File: src/common/scsp_regs.svh
`ifndef SCSP_REGS_SVH
`define SCSP_REGS_SVH

// ****************************************
// register indices on the management port
// ****************************************
`define SCSP_ADDR_ENABLE 5'h11
`define SCSP_ADDR_PART_LINK 5'h12
`define SCSP_ADDR_JAB_BUF 5'h13
`define SCSP_ADDR_ISOLATION 5'h14
`define SCSP_ADDR_DISABLE 5'h15

// ****************************************
// reset values
// ****************************************
`define SCSP_ENABLE_RESET 16'hFFFF
`define SCSP_DISABLE_RESET 16'h0000
`define SCSP_RDATA_RESET 16'h0000

// ****************************************
// serial frame timing, in shift_clock edges
// ****************************************
`define SCSP_FIRST_BIT 5'h00
`define SCSP_LAST_BIT 5'h0F
`define SCSP_LATCH_SLOT 5'h10
`define SCSP_BIT_STEP 5'h01

// highest shift_clock rate the far side should use, in kHz
`define SCSP_SHIFT_MAX_KHZ 12500

`endif

File: src/common/scsp_pkg.sv
package scsp_pkg;

  // one 16-bit serial word: low byte first field, high byte second field
  typedef struct packed {
    logic [7:0] second;
    logic [7:0] first;
  } scsp_word_t;

  // per-port status presented by the repeater core
  typedef struct packed {
    scsp_word_t part_link;
    scsp_word_t jab_buf;
    logic [7:0] isolation;
  } scsp_status_t;

  // pins sampled from outside the clock domain
  typedef struct packed {
    logic shift_clock;
    logic read_write_select;
    logic strobe;
    logic enable_bit;
    logic disable_bit;
    logic scrambler_bypass_select;
  } scsp_pins_t;

  // serial data outputs of a read frame
  typedef struct packed {
    logic part_link;
    logic jab_buf;
    logic enable_bit;
    logic disable_bit;
    logic isolation;
  } scsp_serial_t;

  typedef enum logic [1:0] {
    rd_idle,
    rd_shift,
    rd_latch
  } scsp_rd_state_t;

  typedef enum logic [1:0] {
    wr_idle,
    wr_shift,
    wr_wait
  } scsp_wr_state_t;

endpackage

File: src/scsp_top.sv
// Strobed register access and the address map are this design's own decisions.
`timescale 1ns/10ps
`include "scsp_regs.svh"

// Overview of operation
// - partition/link word shifted out when reading
// - jabber/buffer word shifted out when reading
// - enable word driven on its pin reading
// - far side shifts words in, port order
// - disable word driven on its pin reading
// - isolation status shifted out, port 0 first
// - latch strobe output reading, input writing
// - write direction resets read sequencer at once
// - bit 0 first, strobe after bit 15
// - outputs change on falling shift_clock edge
// - bypass select high: per-port scrambler enables
// - bypass select low: all scramblers bypassed
// - chip reset clears all logic but the enable word, which resets to all ones
// - write direction forces management data low
// - command, status, port-reset unreachable serially
// - isolation and disable words map to registers
module scsp_top
  import scsp_pkg::*;
(
  // clock and reset
  input wire logic clock,
  input wire logic rst_b,
  // serial pins
  input wire logic shift_clock,
  input wire logic read_write_select,
  input wire logic scrambler_bypass_select,
  output logic partition_link_status_out,
  output logic jabber_buffer_status_out,
  output logic port_cutoff_status_out,
  input wire logic port_scrambler_enable_in,
  output logic port_scrambler_enable_out,
  output logic port_scrambler_enable_oe,
  input wire logic partition_detach_disable_in,
  output logic partition_detach_disable_out,
  output logic partition_detach_disable_oe,
  input wire logic frame_latch_strobe_in,
  output logic frame_latch_strobe_out,
  output logic frame_latch_strobe_oe,
  // status from the repeater core
  input wire scsp_status_t port_status,
  // control to the repeater core
  output logic [7:0] port_enable,
  output logic [7:0] scrambler_active,
  output logic [7:0] partition_disable,
  output logic [7:0] isolation_disable,
  output logic mgmt_data_force_low,
  // management register port
  input wire logic [4:0] reg_addr,
  input wire logic [15:0] reg_wdata,
  input wire logic reg_write,
  input wire logic reg_read,
  output logic [15:0] reg_rdata
);

  // ****************************************
  // pin synchronisers
  // ****************************************
  scsp_pins_t pins_raw;
  scsp_pins_t pins;
  logic [5:0] pins_sync;

  assign pins_raw = '{
    shift_clock: shift_clock,
    read_write_select: read_write_select,
    strobe: frame_latch_strobe_in,
    enable_bit: port_scrambler_enable_in,
    disable_bit: partition_detach_disable_in,
    scrambler_bypass_select: scrambler_bypass_select
  };

  scsp_sync #(
    .WIDTH(6)
  ) u_sync (
    .clock(clock),
    .rst_b(rst_b),
    .async_in(pins_raw),
    .sync_out(pins_sync)
  );

  assign pins = scsp_pins_t'(pins_sync);

  // ****************************************
  // shift clock edge detection
  // ****************************************
  logic shift_clock_prev;
  logic shift_rise;
  logic shift_fall;
  logic read_mode;

  always_ff @(posedge clock or negedge rst_b) begin
    if (!rst_b) begin
      shift_clock_prev <= 1'b0;
    end else begin
      shift_clock_prev <= pins.shift_clock;
    end
  end

  assign shift_rise = pins.shift_clock & ~shift_clock_prev;
  assign shift_fall = ~pins.shift_clock & shift_clock_prev;
  assign read_mode = pins.read_write_select;

  // ****************************************
  // control registers
  // ****************************************
  scsp_word_t enable_word;
  scsp_word_t disable_word;
  scsp_word_t next_enable_word;
  scsp_word_t next_disable_word;
  scsp_word_t enable_shift;
  scsp_word_t disable_shift;
  logic word_apply;

  always_comb begin
    next_enable_word = enable_word;
    next_disable_word = disable_word;
    // management writes lose to the serial pins
    if (reg_write && read_mode) begin
      // only the shared words are decoded
      case (reg_addr)
        `SCSP_ADDR_ENABLE: begin
          next_enable_word = reg_wdata;
        end
        `SCSP_ADDR_DISABLE: begin
          next_disable_word = reg_wdata;
        end
        default: begin
        end
      endcase
    end
    if (word_apply) begin
      next_enable_word = enable_shift;
      next_disable_word = disable_shift;
    end
  end

  always_ff @(posedge clock or negedge rst_b) begin
    if (!rst_b) begin
      enable_word <= `SCSP_ENABLE_RESET;
      disable_word <= `SCSP_DISABLE_RESET;
    end else begin
      enable_word <= next_enable_word;
      disable_word <= next_disable_word;
    end
  end

  // ****************************************
  // control outputs
  // ****************************************
  // first field port enable, second scrambler enable
  assign port_enable = enable_word.first;
  assign scrambler_active = pins.scrambler_bypass_select ? enable_word.second : 8'h00;
  // disable word feeds partition and isolation disables
  assign partition_disable = disable_word.first;
  assign isolation_disable = disable_word.second;
  // management data held low in write direction
  assign mgmt_data_force_low = ~read_mode;

  // ****************************************
  // management read port
  // ****************************************
  logic [15:0] next_reg_rdata;

  always_comb begin
    next_reg_rdata = `SCSP_RDATA_RESET;
    if (reg_read) begin
      case (reg_addr)
        `SCSP_ADDR_ENABLE: begin
          next_reg_rdata = enable_word;
        end
        `SCSP_ADDR_PART_LINK: begin
          next_reg_rdata = port_status.part_link;
        end
        `SCSP_ADDR_JAB_BUF: begin
          next_reg_rdata = port_status.jab_buf;
        end
        `SCSP_ADDR_ISOLATION: begin
          next_reg_rdata = {8'h00, port_status.isolation};
        end
        `SCSP_ADDR_DISABLE: begin
          next_reg_rdata = disable_word;
        end
        default: begin
          next_reg_rdata = `SCSP_RDATA_RESET;
        end
      endcase
    end
  end

  always_ff @(posedge clock or negedge rst_b) begin
    if (!rst_b) begin
      reg_rdata <= `SCSP_RDATA_RESET;
    end else begin
      reg_rdata <= next_reg_rdata;
    end
  end

  // ****************************************
  // serial read sequencer
  // ****************************************
  scsp_rd_state_t rd_state;
  scsp_rd_state_t next_rd_state;
  logic [4:0] rd_count;
  logic [4:0] next_rd_count;
  scsp_word_t snap_part_link;
  scsp_word_t snap_jab_buf;
  scsp_word_t snap_enable;
  scsp_word_t snap_disable;
  scsp_word_t snap_isolation;
  scsp_word_t next_snap_part_link;
  scsp_word_t next_snap_jab_buf;
  scsp_word_t next_snap_enable;
  scsp_word_t next_snap_disable;
  scsp_word_t next_snap_isolation;
  scsp_serial_t ser_out;
  scsp_serial_t next_ser_out;
  logic strobe_out;
  logic next_strobe_out;
  logic [3:0] bit_sel;

  assign bit_sel = rd_count[3:0];

  always_comb begin
    next_rd_state = rd_state;
    next_rd_count = rd_count;
    next_snap_part_link = snap_part_link;
    next_snap_jab_buf = snap_jab_buf;
    next_snap_enable = snap_enable;
    next_snap_disable = snap_disable;
    next_snap_isolation = snap_isolation;
    next_ser_out = ser_out;
    next_strobe_out = strobe_out;
    // write direction stops the read sequencer at once
    if (!read_mode) begin
      next_rd_state = rd_idle;
      next_rd_count = `SCSP_FIRST_BIT;
      next_ser_out = '0;
      next_strobe_out = 1'b0;
    end else if (shift_fall) begin
      // all serial outputs move on the falling edge
      case (rd_state)
        rd_idle, rd_latch: begin
          // new frame from bit 0 after each strobe
          next_snap_part_link = port_status.part_link;
          next_snap_jab_buf = port_status.jab_buf;
          next_snap_enable = enable_word;
          next_snap_disable = disable_word;
          next_snap_isolation = {8'h00, port_status.isolation};
          // bit 0 ready for the first rising edge
          next_ser_out = '{
            part_link: port_status.part_link[0],
            jab_buf: port_status.jab_buf[0],
            enable_bit: enable_word[0],
            disable_bit: disable_word[0],
            isolation: port_status.isolation[0]
          };
          next_strobe_out = 1'b0;
          next_rd_count = `SCSP_FIRST_BIT + `SCSP_BIT_STEP;
          next_rd_state = rd_shift;
        end
        rd_shift: begin
          if (rd_count == `SCSP_LATCH_SLOT) begin
            next_strobe_out = 1'b1;
            next_ser_out = '0;
            next_rd_count = `SCSP_FIRST_BIT;
            next_rd_state = rd_latch;
          end else begin
            // bit index walks port 0..7 of each field
            next_ser_out = '{
              part_link: snap_part_link[bit_sel],
              jab_buf: snap_jab_buf[bit_sel],
              enable_bit: snap_enable[bit_sel],
              disable_bit: snap_disable[bit_sel],
              isolation: snap_isolation[bit_sel]
            };
            next_rd_count = rd_count + `SCSP_BIT_STEP;
          end
        end
        default: begin
          next_rd_state = rd_idle;
          next_rd_count = `SCSP_FIRST_BIT;
        end
      endcase
    end
  end

  always_ff @(posedge clock or negedge rst_b) begin
    if (!rst_b) begin
      rd_state <= rd_idle;
      rd_count <= `SCSP_FIRST_BIT;
      snap_part_link <= '0;
      snap_jab_buf <= '0;
      snap_enable <= '0;
      snap_disable <= '0;
      snap_isolation <= '0;
      ser_out <= '0;
      strobe_out <= 1'b0;
    end else begin
      rd_state <= next_rd_state;
      rd_count <= next_rd_count;
      snap_part_link <= next_snap_part_link;
      snap_jab_buf <= next_snap_jab_buf;
      snap_enable <= next_snap_enable;
      snap_disable <= next_snap_disable;
      snap_isolation <= next_snap_isolation;
      ser_out <= next_ser_out;
      strobe_out <= next_strobe_out;
    end
  end

  // ****************************************
  // serial pin drivers
  // ****************************************
  assign partition_link_status_out = ser_out.part_link;
  assign jabber_buffer_status_out = ser_out.jab_buf;
  assign port_cutoff_status_out = ser_out.isolation;
  assign port_scrambler_enable_out = ser_out.enable_bit;
  assign partition_detach_disable_out = ser_out.disable_bit;
  assign frame_latch_strobe_out = strobe_out;
  // two-way data pins driven only when reading
  assign port_scrambler_enable_oe = read_mode;
  assign partition_detach_disable_oe = read_mode;
  // strobe is an output only in read direction
  assign frame_latch_strobe_oe = read_mode;

  // ****************************************
  // serial write receiver
  // ****************************************
  scsp_wr_state_t wr_state;
  scsp_wr_state_t next_wr_state;
  logic [4:0] wr_count;
  logic [4:0] next_wr_count;
  scsp_word_t next_enable_shift;
  scsp_word_t next_disable_shift;
  logic next_word_apply;
  logic [3:0] wr_sel;

  assign wr_sel = wr_count[3:0];

  always_comb begin
    next_wr_state = wr_state;
    next_wr_count = wr_count;
    next_enable_shift = enable_shift;
    next_disable_shift = disable_shift;
    next_word_apply = 1'b0;
    if (read_mode) begin
      next_wr_state = wr_idle;
      next_wr_count = `SCSP_FIRST_BIT;
    end else begin
      case (wr_state)
        wr_idle: begin
          // strobe taken from the far side in write direction
          if (pins.strobe) begin
            next_wr_count = `SCSP_FIRST_BIT;
            next_wr_state = wr_shift;
          end
        end
        wr_shift: begin
          // one bit of each word per rising edge, port order
          if (shift_rise) begin
            next_enable_shift[wr_sel] = pins.enable_bit;
            next_disable_shift[wr_sel] = pins.disable_bit;
            next_wr_count = wr_count + `SCSP_BIT_STEP;
            // apply once bit 15 is in
            if (wr_count == `SCSP_LAST_BIT) begin
              next_word_apply = 1'b1;
              next_wr_state = wr_wait;
            end
          end
        end
        wr_wait: begin
          // extra edges ignored until the strobe falls
          if (!pins.strobe) begin
            next_wr_state = wr_idle;
          end
        end
        default: begin
          next_wr_state = wr_idle;
        end
      endcase
    end
  end

  always_ff @(posedge clock or negedge rst_b) begin
    if (!rst_b) begin
      wr_state <= wr_idle;
      wr_count <= `SCSP_FIRST_BIT;
      enable_shift <= '0;
      disable_shift <= '0;
      word_apply <= 1'b0;
    end else begin
      wr_state <= next_wr_state;
      wr_count <= next_wr_count;
      enable_shift <= next_enable_shift;
      disable_shift <= next_disable_shift;
      word_apply <= next_word_apply;
    end
  end

endmodule

File: src/scsp_sync.sv
`timescale 1ns/10ps

module scsp_sync #(
  parameter int WIDTH = 6
) (
  // clock and reset
  input wire logic clock,
  input wire logic rst_b,
  // asynchronous levels in, synchronised levels out
  input wire logic [WIDTH-1:0] async_in,
  output logic [WIDTH-1:0] sync_out
);

  logic [WIDTH-1:0] stage1;

  always_ff @(posedge clock or negedge rst_b) begin
    if (!rst_b) begin
      stage1 <= '0;
      sync_out <= '0;
    end else begin
      stage1 <= async_in;
      sync_out <= stage1;
    end
  end

endmodule

File: config.mk
export PLATFORM = sky130hd
export DESIGN_NAME = scsp_top
export DESIGN_NICKNAME = d
export VERILOG_FILES = /design/src/common/scsp_pkg.sv /design/src/scsp_top.sv /design/src/scsp_sync.sv
export VERILOG_INCLUDE_DIRS = /design/src /design/src/common
export SDC_FILE = /design/constraint.sdc
export NUM_CORES = 1
export LEC_CHECK = 0
export ABC_AREA = 1
export BUFFER_PORTS_ARGS = -buffer_cell sky130_fd_sc_hd__buf_2
export CORE_UTILIZATION = 55
export CTS_CLUSTER_DIAMETER = 150
export DETAILED_ROUTE_END_ITERATION = 8
export GPL_TIMING_DRIVEN = 0
export PLACE_DENSITY = 0.75
export SLEW_MARGIN = 20
export SYNTH_ARGS = -nofsm -noshare
export SYNTH_HDL_FRONTEND = slang
export SYNTH_SLANG_ARGS = --single-unit
File: constraint.sdc
create_clock -name clock -period 2.2 [get_ports clock]
set_input_delay 0.44 -clock clock [delete_from_list [all_inputs] [get_ports clock]]
set_output_delay 0.44 -clock clock [all_outputs]
set_load 0.01 [all_outputs]
Yosys cells after proc, flatten, opt, wreduce, memory -nomap -nowiden
Index checks and enable logic that the tools add are counted.

Equal/unequal tests: 18. Reduce and logical (&&, ||, !) cells: 18. Bitwise logic cells: 5. Mux-type cells: 53. Add/subtract/negate cells: 2. Order comparisons: 3.

Operator list (count): $mux 16 (7); $pmux 16 s5 (1); $mux 5 (9); $bwmux 16 (2); $eq 5x5->1 const B (6); $pmux 5 s2 (3); $bmux 1 s4 (5); $mux 2 (8); $mux 1 (13); $reduce_and 3->1 (4); $add 5x1->5 const B (2); $lt 4x5->1 const B (2); $ne 3x2->1 const B (3); $mux 8 (1); $reduce_and 2->1 (4); $ne 3x3->1 const B (2); $pmux 2 s3 (1); $reduce_bool 2->1 (3); $eq 5x4->1 const B (1); $demux 1 s4 (1); $eq 2x1->1 const B (2); $eq 2x2->1 const B (2); $ge 4x1->1 const B (1); $logic_not 2->1 (2); other kinds (10) (14).

Word-level logic and storage cells: 131. Flip-flop bits (word level): 186. Bits of input ports: 71. Output and inout port bits: 58.

Logic depth before layout (Yosys ltp)
Word-level depth: 6. Mapped depth: 12. Gate-level depth less buffers: 11.

By module
A second synthesis with hierarchy kept.

Cells, all modules: 1069. Area, all modules: 8851.0 µm².

Modules (own cells, without submodules): scsp_top (sequential area each 4374.2 µm², area each 8550.7 µm², instances 1, cells each 1057); scsp_sync (sequential area each 300.3 µm², area each 300.3 µm², instances 1, cells each 12).

Worst setup path after synthesis
Ideal clock, no wire load.

Kind: reg-to-reg. From: register rd_count[0]. To: register rd_state[1]. Arrival time: 1.483 ns. Clock period less this slack: 1.610 ns. Setup time: 0.127 ns. Setup slack: 0.590 ns. Path buffers: 2. Required time: 2.073 ns. Stages on the path, launching flop included: 13. Cell sequence: dfrtp_1 -> inv_1 -> buf_2 -> buf_4 -> ha_1 -> nand3_1 -> nand2_1 -> nor2_1 -> inv_1 -> nand2_1 -> inv_1 -> nand2_1 -> o21ai_0.

Cells in the longest elaborated chain, start to end: 3.

RTL lines: start, declared (line scsp_top.sv:207) `logic [4:0] rd_count;`; start signal, assigned (line scsp_top.sv:294) `` rd_count <= `SCSP_FIRST_BIT; ``; start signal, assigned (line scsp_top.sv:304) `rd_count <= next_rd_count;`; $eq 5x5->1 (no source line); $ne 3x3->1 (no source line); $reduce_and 2->1 (no source line); end signal, assigned (line scsp_top.sv:293) `rd_state <= rd_idle;`; end signal, assigned (line scsp_top.sv:303) `rd_state <= next_rd_state;`; end, declared (line scsp_top.sv:205) `scsp_rd_state_t rd_state;`.

No other way between the ends. A chain may end at the register's enable or synchronous reset.

Worst setup path after layout
From: register rd_count[1]. To: register ser_out, in the netlist port_scrambler_enable_out.

Cells in the longest elaborated chain, start to end: 6. Elaborated cells on any way between the ends: 7. Classes of those cells: eq/ne: 1; mux: 6.

RTL lines: $bmux 1 s4 (line scsp_top.sv:276) `enable_bit: snap_enable[bit_sel],`; $mux 1 (implied by the code) (line scsp_top.sv:276); $mux 5 (*) (line scsp_top.sv:266) `` if (rd_count == `SCSP_LATCH_SLOT) begin ``; $pmux 5 s2 (*) (line scsp_top.sv:245) `case (rd_state)`; $mux 5 (*) (line scsp_top.sv:243) `end else if (shift_fall) begin`; $mux 5 (*) (line scsp_top.sv:238) `if (!read_mode) begin`; end signal, assigned (line scsp_top.sv:310) `ser_out <= next_ser_out;`; end, declared (line scsp_top.sv:219) `scsp_serial_t ser_out;`.

Mark *: on every way between the ends. The rest lies on a longest branch, timed or not. The select of a mux whose other input is x is not followed.

==> run metrics <==
outcome completed; Detail Route Antenna Nets 0; clock root buffer clkbuf_16; Max FO, Critical Path 10; worst slew pin tran 0.710 ns; Psw around 2.5 mW; fin area 10,400 µm²; Detailed Routing Iterations Pass 1 7; Fin. Hold Viols 0; FF-to-FF Start rd_count[1]; vias per cell around 5.3; Final period util ~93%; max-slew violation count 0; Synth Flop Type dfrtp_1; Reg2Reg Depth 11; kind of critical path reg -> reg; Area Growth Syn to Fin 17.2%; crit-path leading delay family buffers and inverters; maxcap violations 0; # hold bufs at CTS 0; FP Rows 46; clock power share between 30% and 40%; initial DRC count roughly 730; LEAKAGE roughly 5.4 nW; CP cell instances buf_2 -> inv_1 -> buf_2 -> ha_1 -> nand3_1 -> nand2_1 -> inv_1 -> o21ai_0 -> nand2_1 -> nand2_1 -> nand2_1; vias in the first global route approximately 7,400; number of buffers added on ports roughly 130; clk_lat worst skew 0.44 ns; syn_nets 1,206; DP Cell Count roughly 1,500; Clock Pin Slew Worst Setup and Hold Paths approximately 0.070 ns; Post-synth EDFFs 0; routability cong. about 0.94; highest clock rate 489 MHz; Clock Skews between 0.01 and 0.015 ns; clock buffer count from CTS 17; DR vias 7,914; internal power between 6 and 7 mW; RSZ-0062 raised after global routing no; synthesized cell area 8860 µm²; initial antenna violation count 0; number of synthesized register bits approximately 190; share of cells above drive strength 1 about 17%; largest net degree at the start of global routing 96; DRC errors left 0; Synth async-reset ratio 100%; most frequent cell after synthesis nand2_1; first-pass GRT wire length 38.1 mm; RR Endpoint port_scrambler_enable_out; die width 129 µm; final worst slack ~0.15 ns; Antenna Cells 0; Worst path slowest cell dfrtp_1; Power Density 831 nW/µm²; die area 16,600 µm²; Tot GR Track Use 30.8%; final wirelength between 20 and 25 mm; Overflow after GRT 0; Mapped Cells around 1,100; most used cell, CP nand2_1; post-CTS setup buffers 0; Synth area leaders dfrtp_1 48%, nand2_1 13%, inv_1 7.7%, o21ai_0 6.4%, dfstp_2 4.7%; area leader, netlist dfrtp_1; Register-to-Register Setup Slack about 0.15 ns; Die Ht roughly 130 µm; worst vdd ir 0.591 mV; slew margin rel. 52.7%; Flop pwr share ~48%; Slowest Stage Delay on Critical Path about 0.39 ns; Comb power frac between 15 and 20%; area post-placement ~9800 µm²; startpoint class of the critical path flip-flop; top cells by count, synth 317 x nand2_1, 182 x inv_1, 170 x dfrtp_1; initial core utilization 56.0%; Avg WL per Cell 16.2 µm; Levels on crit path 11; # setup viols final 0; maximum clock insertion buffer count 2; library cells used by synthesis 35; Synth top area share approximately 48%; synthesis warning total 0; Worst EP required about 2.5 ns; CTS sink cnt around 190; WP data arrival 2.37 ns; # fillers ~1,400; worst hold path type in -> async; Final Critical Period 2.05 ns; Avg Cell Area, Syn 7.85 µm²; register area share after synthesis about 53%; Sw Ratio between 20 and 30%; DP Worst Slack between 0.08 and 0.09 ns; Max H-tree Level 4; Final Total Pwr 8.62 mW; count of cells resized by post-cts repair 0; fin nets 1,354; crit path from rd_count[1]; CTS tree yes; crit path buf inv count 4; DP Wirelength between 15 and 20 mm; Core ar. roughly 16,000 µm²; Setup TNS Final 0 ns; Top Ports 129; crit path capture type flip-flop; Post-Layout Cell Count 1,505
## through the flow
step / util (%) / hold WS (ns)
after global placement: 61.7 / 0.332
after floorplan: - / 0.144
after global routing: 65.6 / 0.0766
after CTS: 65.6 / 0.0541
final: 65.6 / 0.0219
after detailed placement: 62.0 / 0.336
## cell type report
cell class                      count  area [µm²]  share of cell area, %
Timing Repair Buffer              129         678                   6.53
Clock buffer                       24         482                   4.64
Inverter                          183         687                   6.62
Buffer                             55         285                   2.75
Sequential cell                   186        4670                   45.0
Clock inverter                      8        92.6                  0.892
Multi-Input combinational cell    704        3210                   30.9
Tap cell                          216         270                   2.60
## per-layer routing
metal	GRT usage (%)	up-vias	part of all wire, %
met5	0	-	0
met4	15.9	0	3.3
met3	4.37	55	6.5
met2	50.5	327	48
met1	40.0	3709	42
li1	-	3823	-
## flip-flops by register name, indices dropped and copies added, names as in the netlist, 2 cells and up
register           count
rd_count               5
snap_enable           16
enable_shift          16
reg_rdata             16
disable_shift         16
snap_part_link        16
snap_disable          16
snap_jab_buf          16
partition_disable      8
isolation_disable      8
wr_count               5
u_sync.stage1          6
rd_state               2
enable_word            8
u_sync.sync_out        6
port_enable            8
snap_isolation         8
wr_state               2
## cell usage in the layout, fill, tap and decap left out, types with 2 or more instances in the layout
cell / count
a21oi_1: 41
buf_1: 2
buf_2: 145
buf_4: 13
bufinv_16: 2
clkbuf_1: 25
clkbuf_16: 17
clkbuf_8: 3
clkinv_2: 5
dfrtp_1: 170
dfstp_2: 16
ha_1: 7
inv_1: 182
nand2_1: 317
nand2_2: 2
nand3_1: 37
nand3_2: 2
nand4_1: 4
nor2_1: 88
nor2_2: 2
nor2_4: 4
nor3_1: 12
o211ai_1: 2
o21ai_0: 113
o21ai_1: 36
o221ai_1: 2
o22ai_1: 25
## power groups by stage
stage,clock [mW],sequential (mW),combinational (mW)
after floorplan,0,4.15,0.917
after global placement,0,4.20,1.38
after detailed placement,0,4.21,1.42
after CTS,3.04,4.16,1.43
after global routing,3.17,4.21,1.63
final,3.03,4.17,1.43
## worst reg2reg max path, stage by stage (launching register included)
cell     delay, ns
dfrtp_1       0.39
buf_2         0.22
inv_1         0.11
buf_2         0.25
ha_1          0.19
nand3_1       0.11
nand2_1       0.16
inv_1         0.12
o21ai_0       0.15
nand2_1       0.09
nand2_1       0.07
nand2_1       0.05
## how the worst max path moves through the flow
stage | end
global placement | u_sync.stage1[5]
detailed placement | reg_rdata[5]
floorplan | rd_state[1]
CTS | port_scrambler_enable_out
finish | port_scrambler_enable_out
global route | frame_latch_strobe_out
## cell families (layout without fill, tap and decap cells)
| kind of cell | after synthesis | in the layout | share of synthesized area [%] |
|---|---|---|---|
| multiplexers | 1 | 1 | 0.127 |
| XOR/XNOR | 1 | 1 | 0.0989 |
| flip-flops | 186 | 186 | 52.8 |
| AO/OA/AOI/OAI | 223 | 223 | 13.2 |
| adder cells (fa/ha/maj) | 7 | 7 | 0.989 |
| buffers and inverters | 238 | 399 | 11.0 |
| AND/OR/NAND/NOR | 472 | 472 | 21.8 |
No activity file was read; power rests on OpenSTA's default activity.
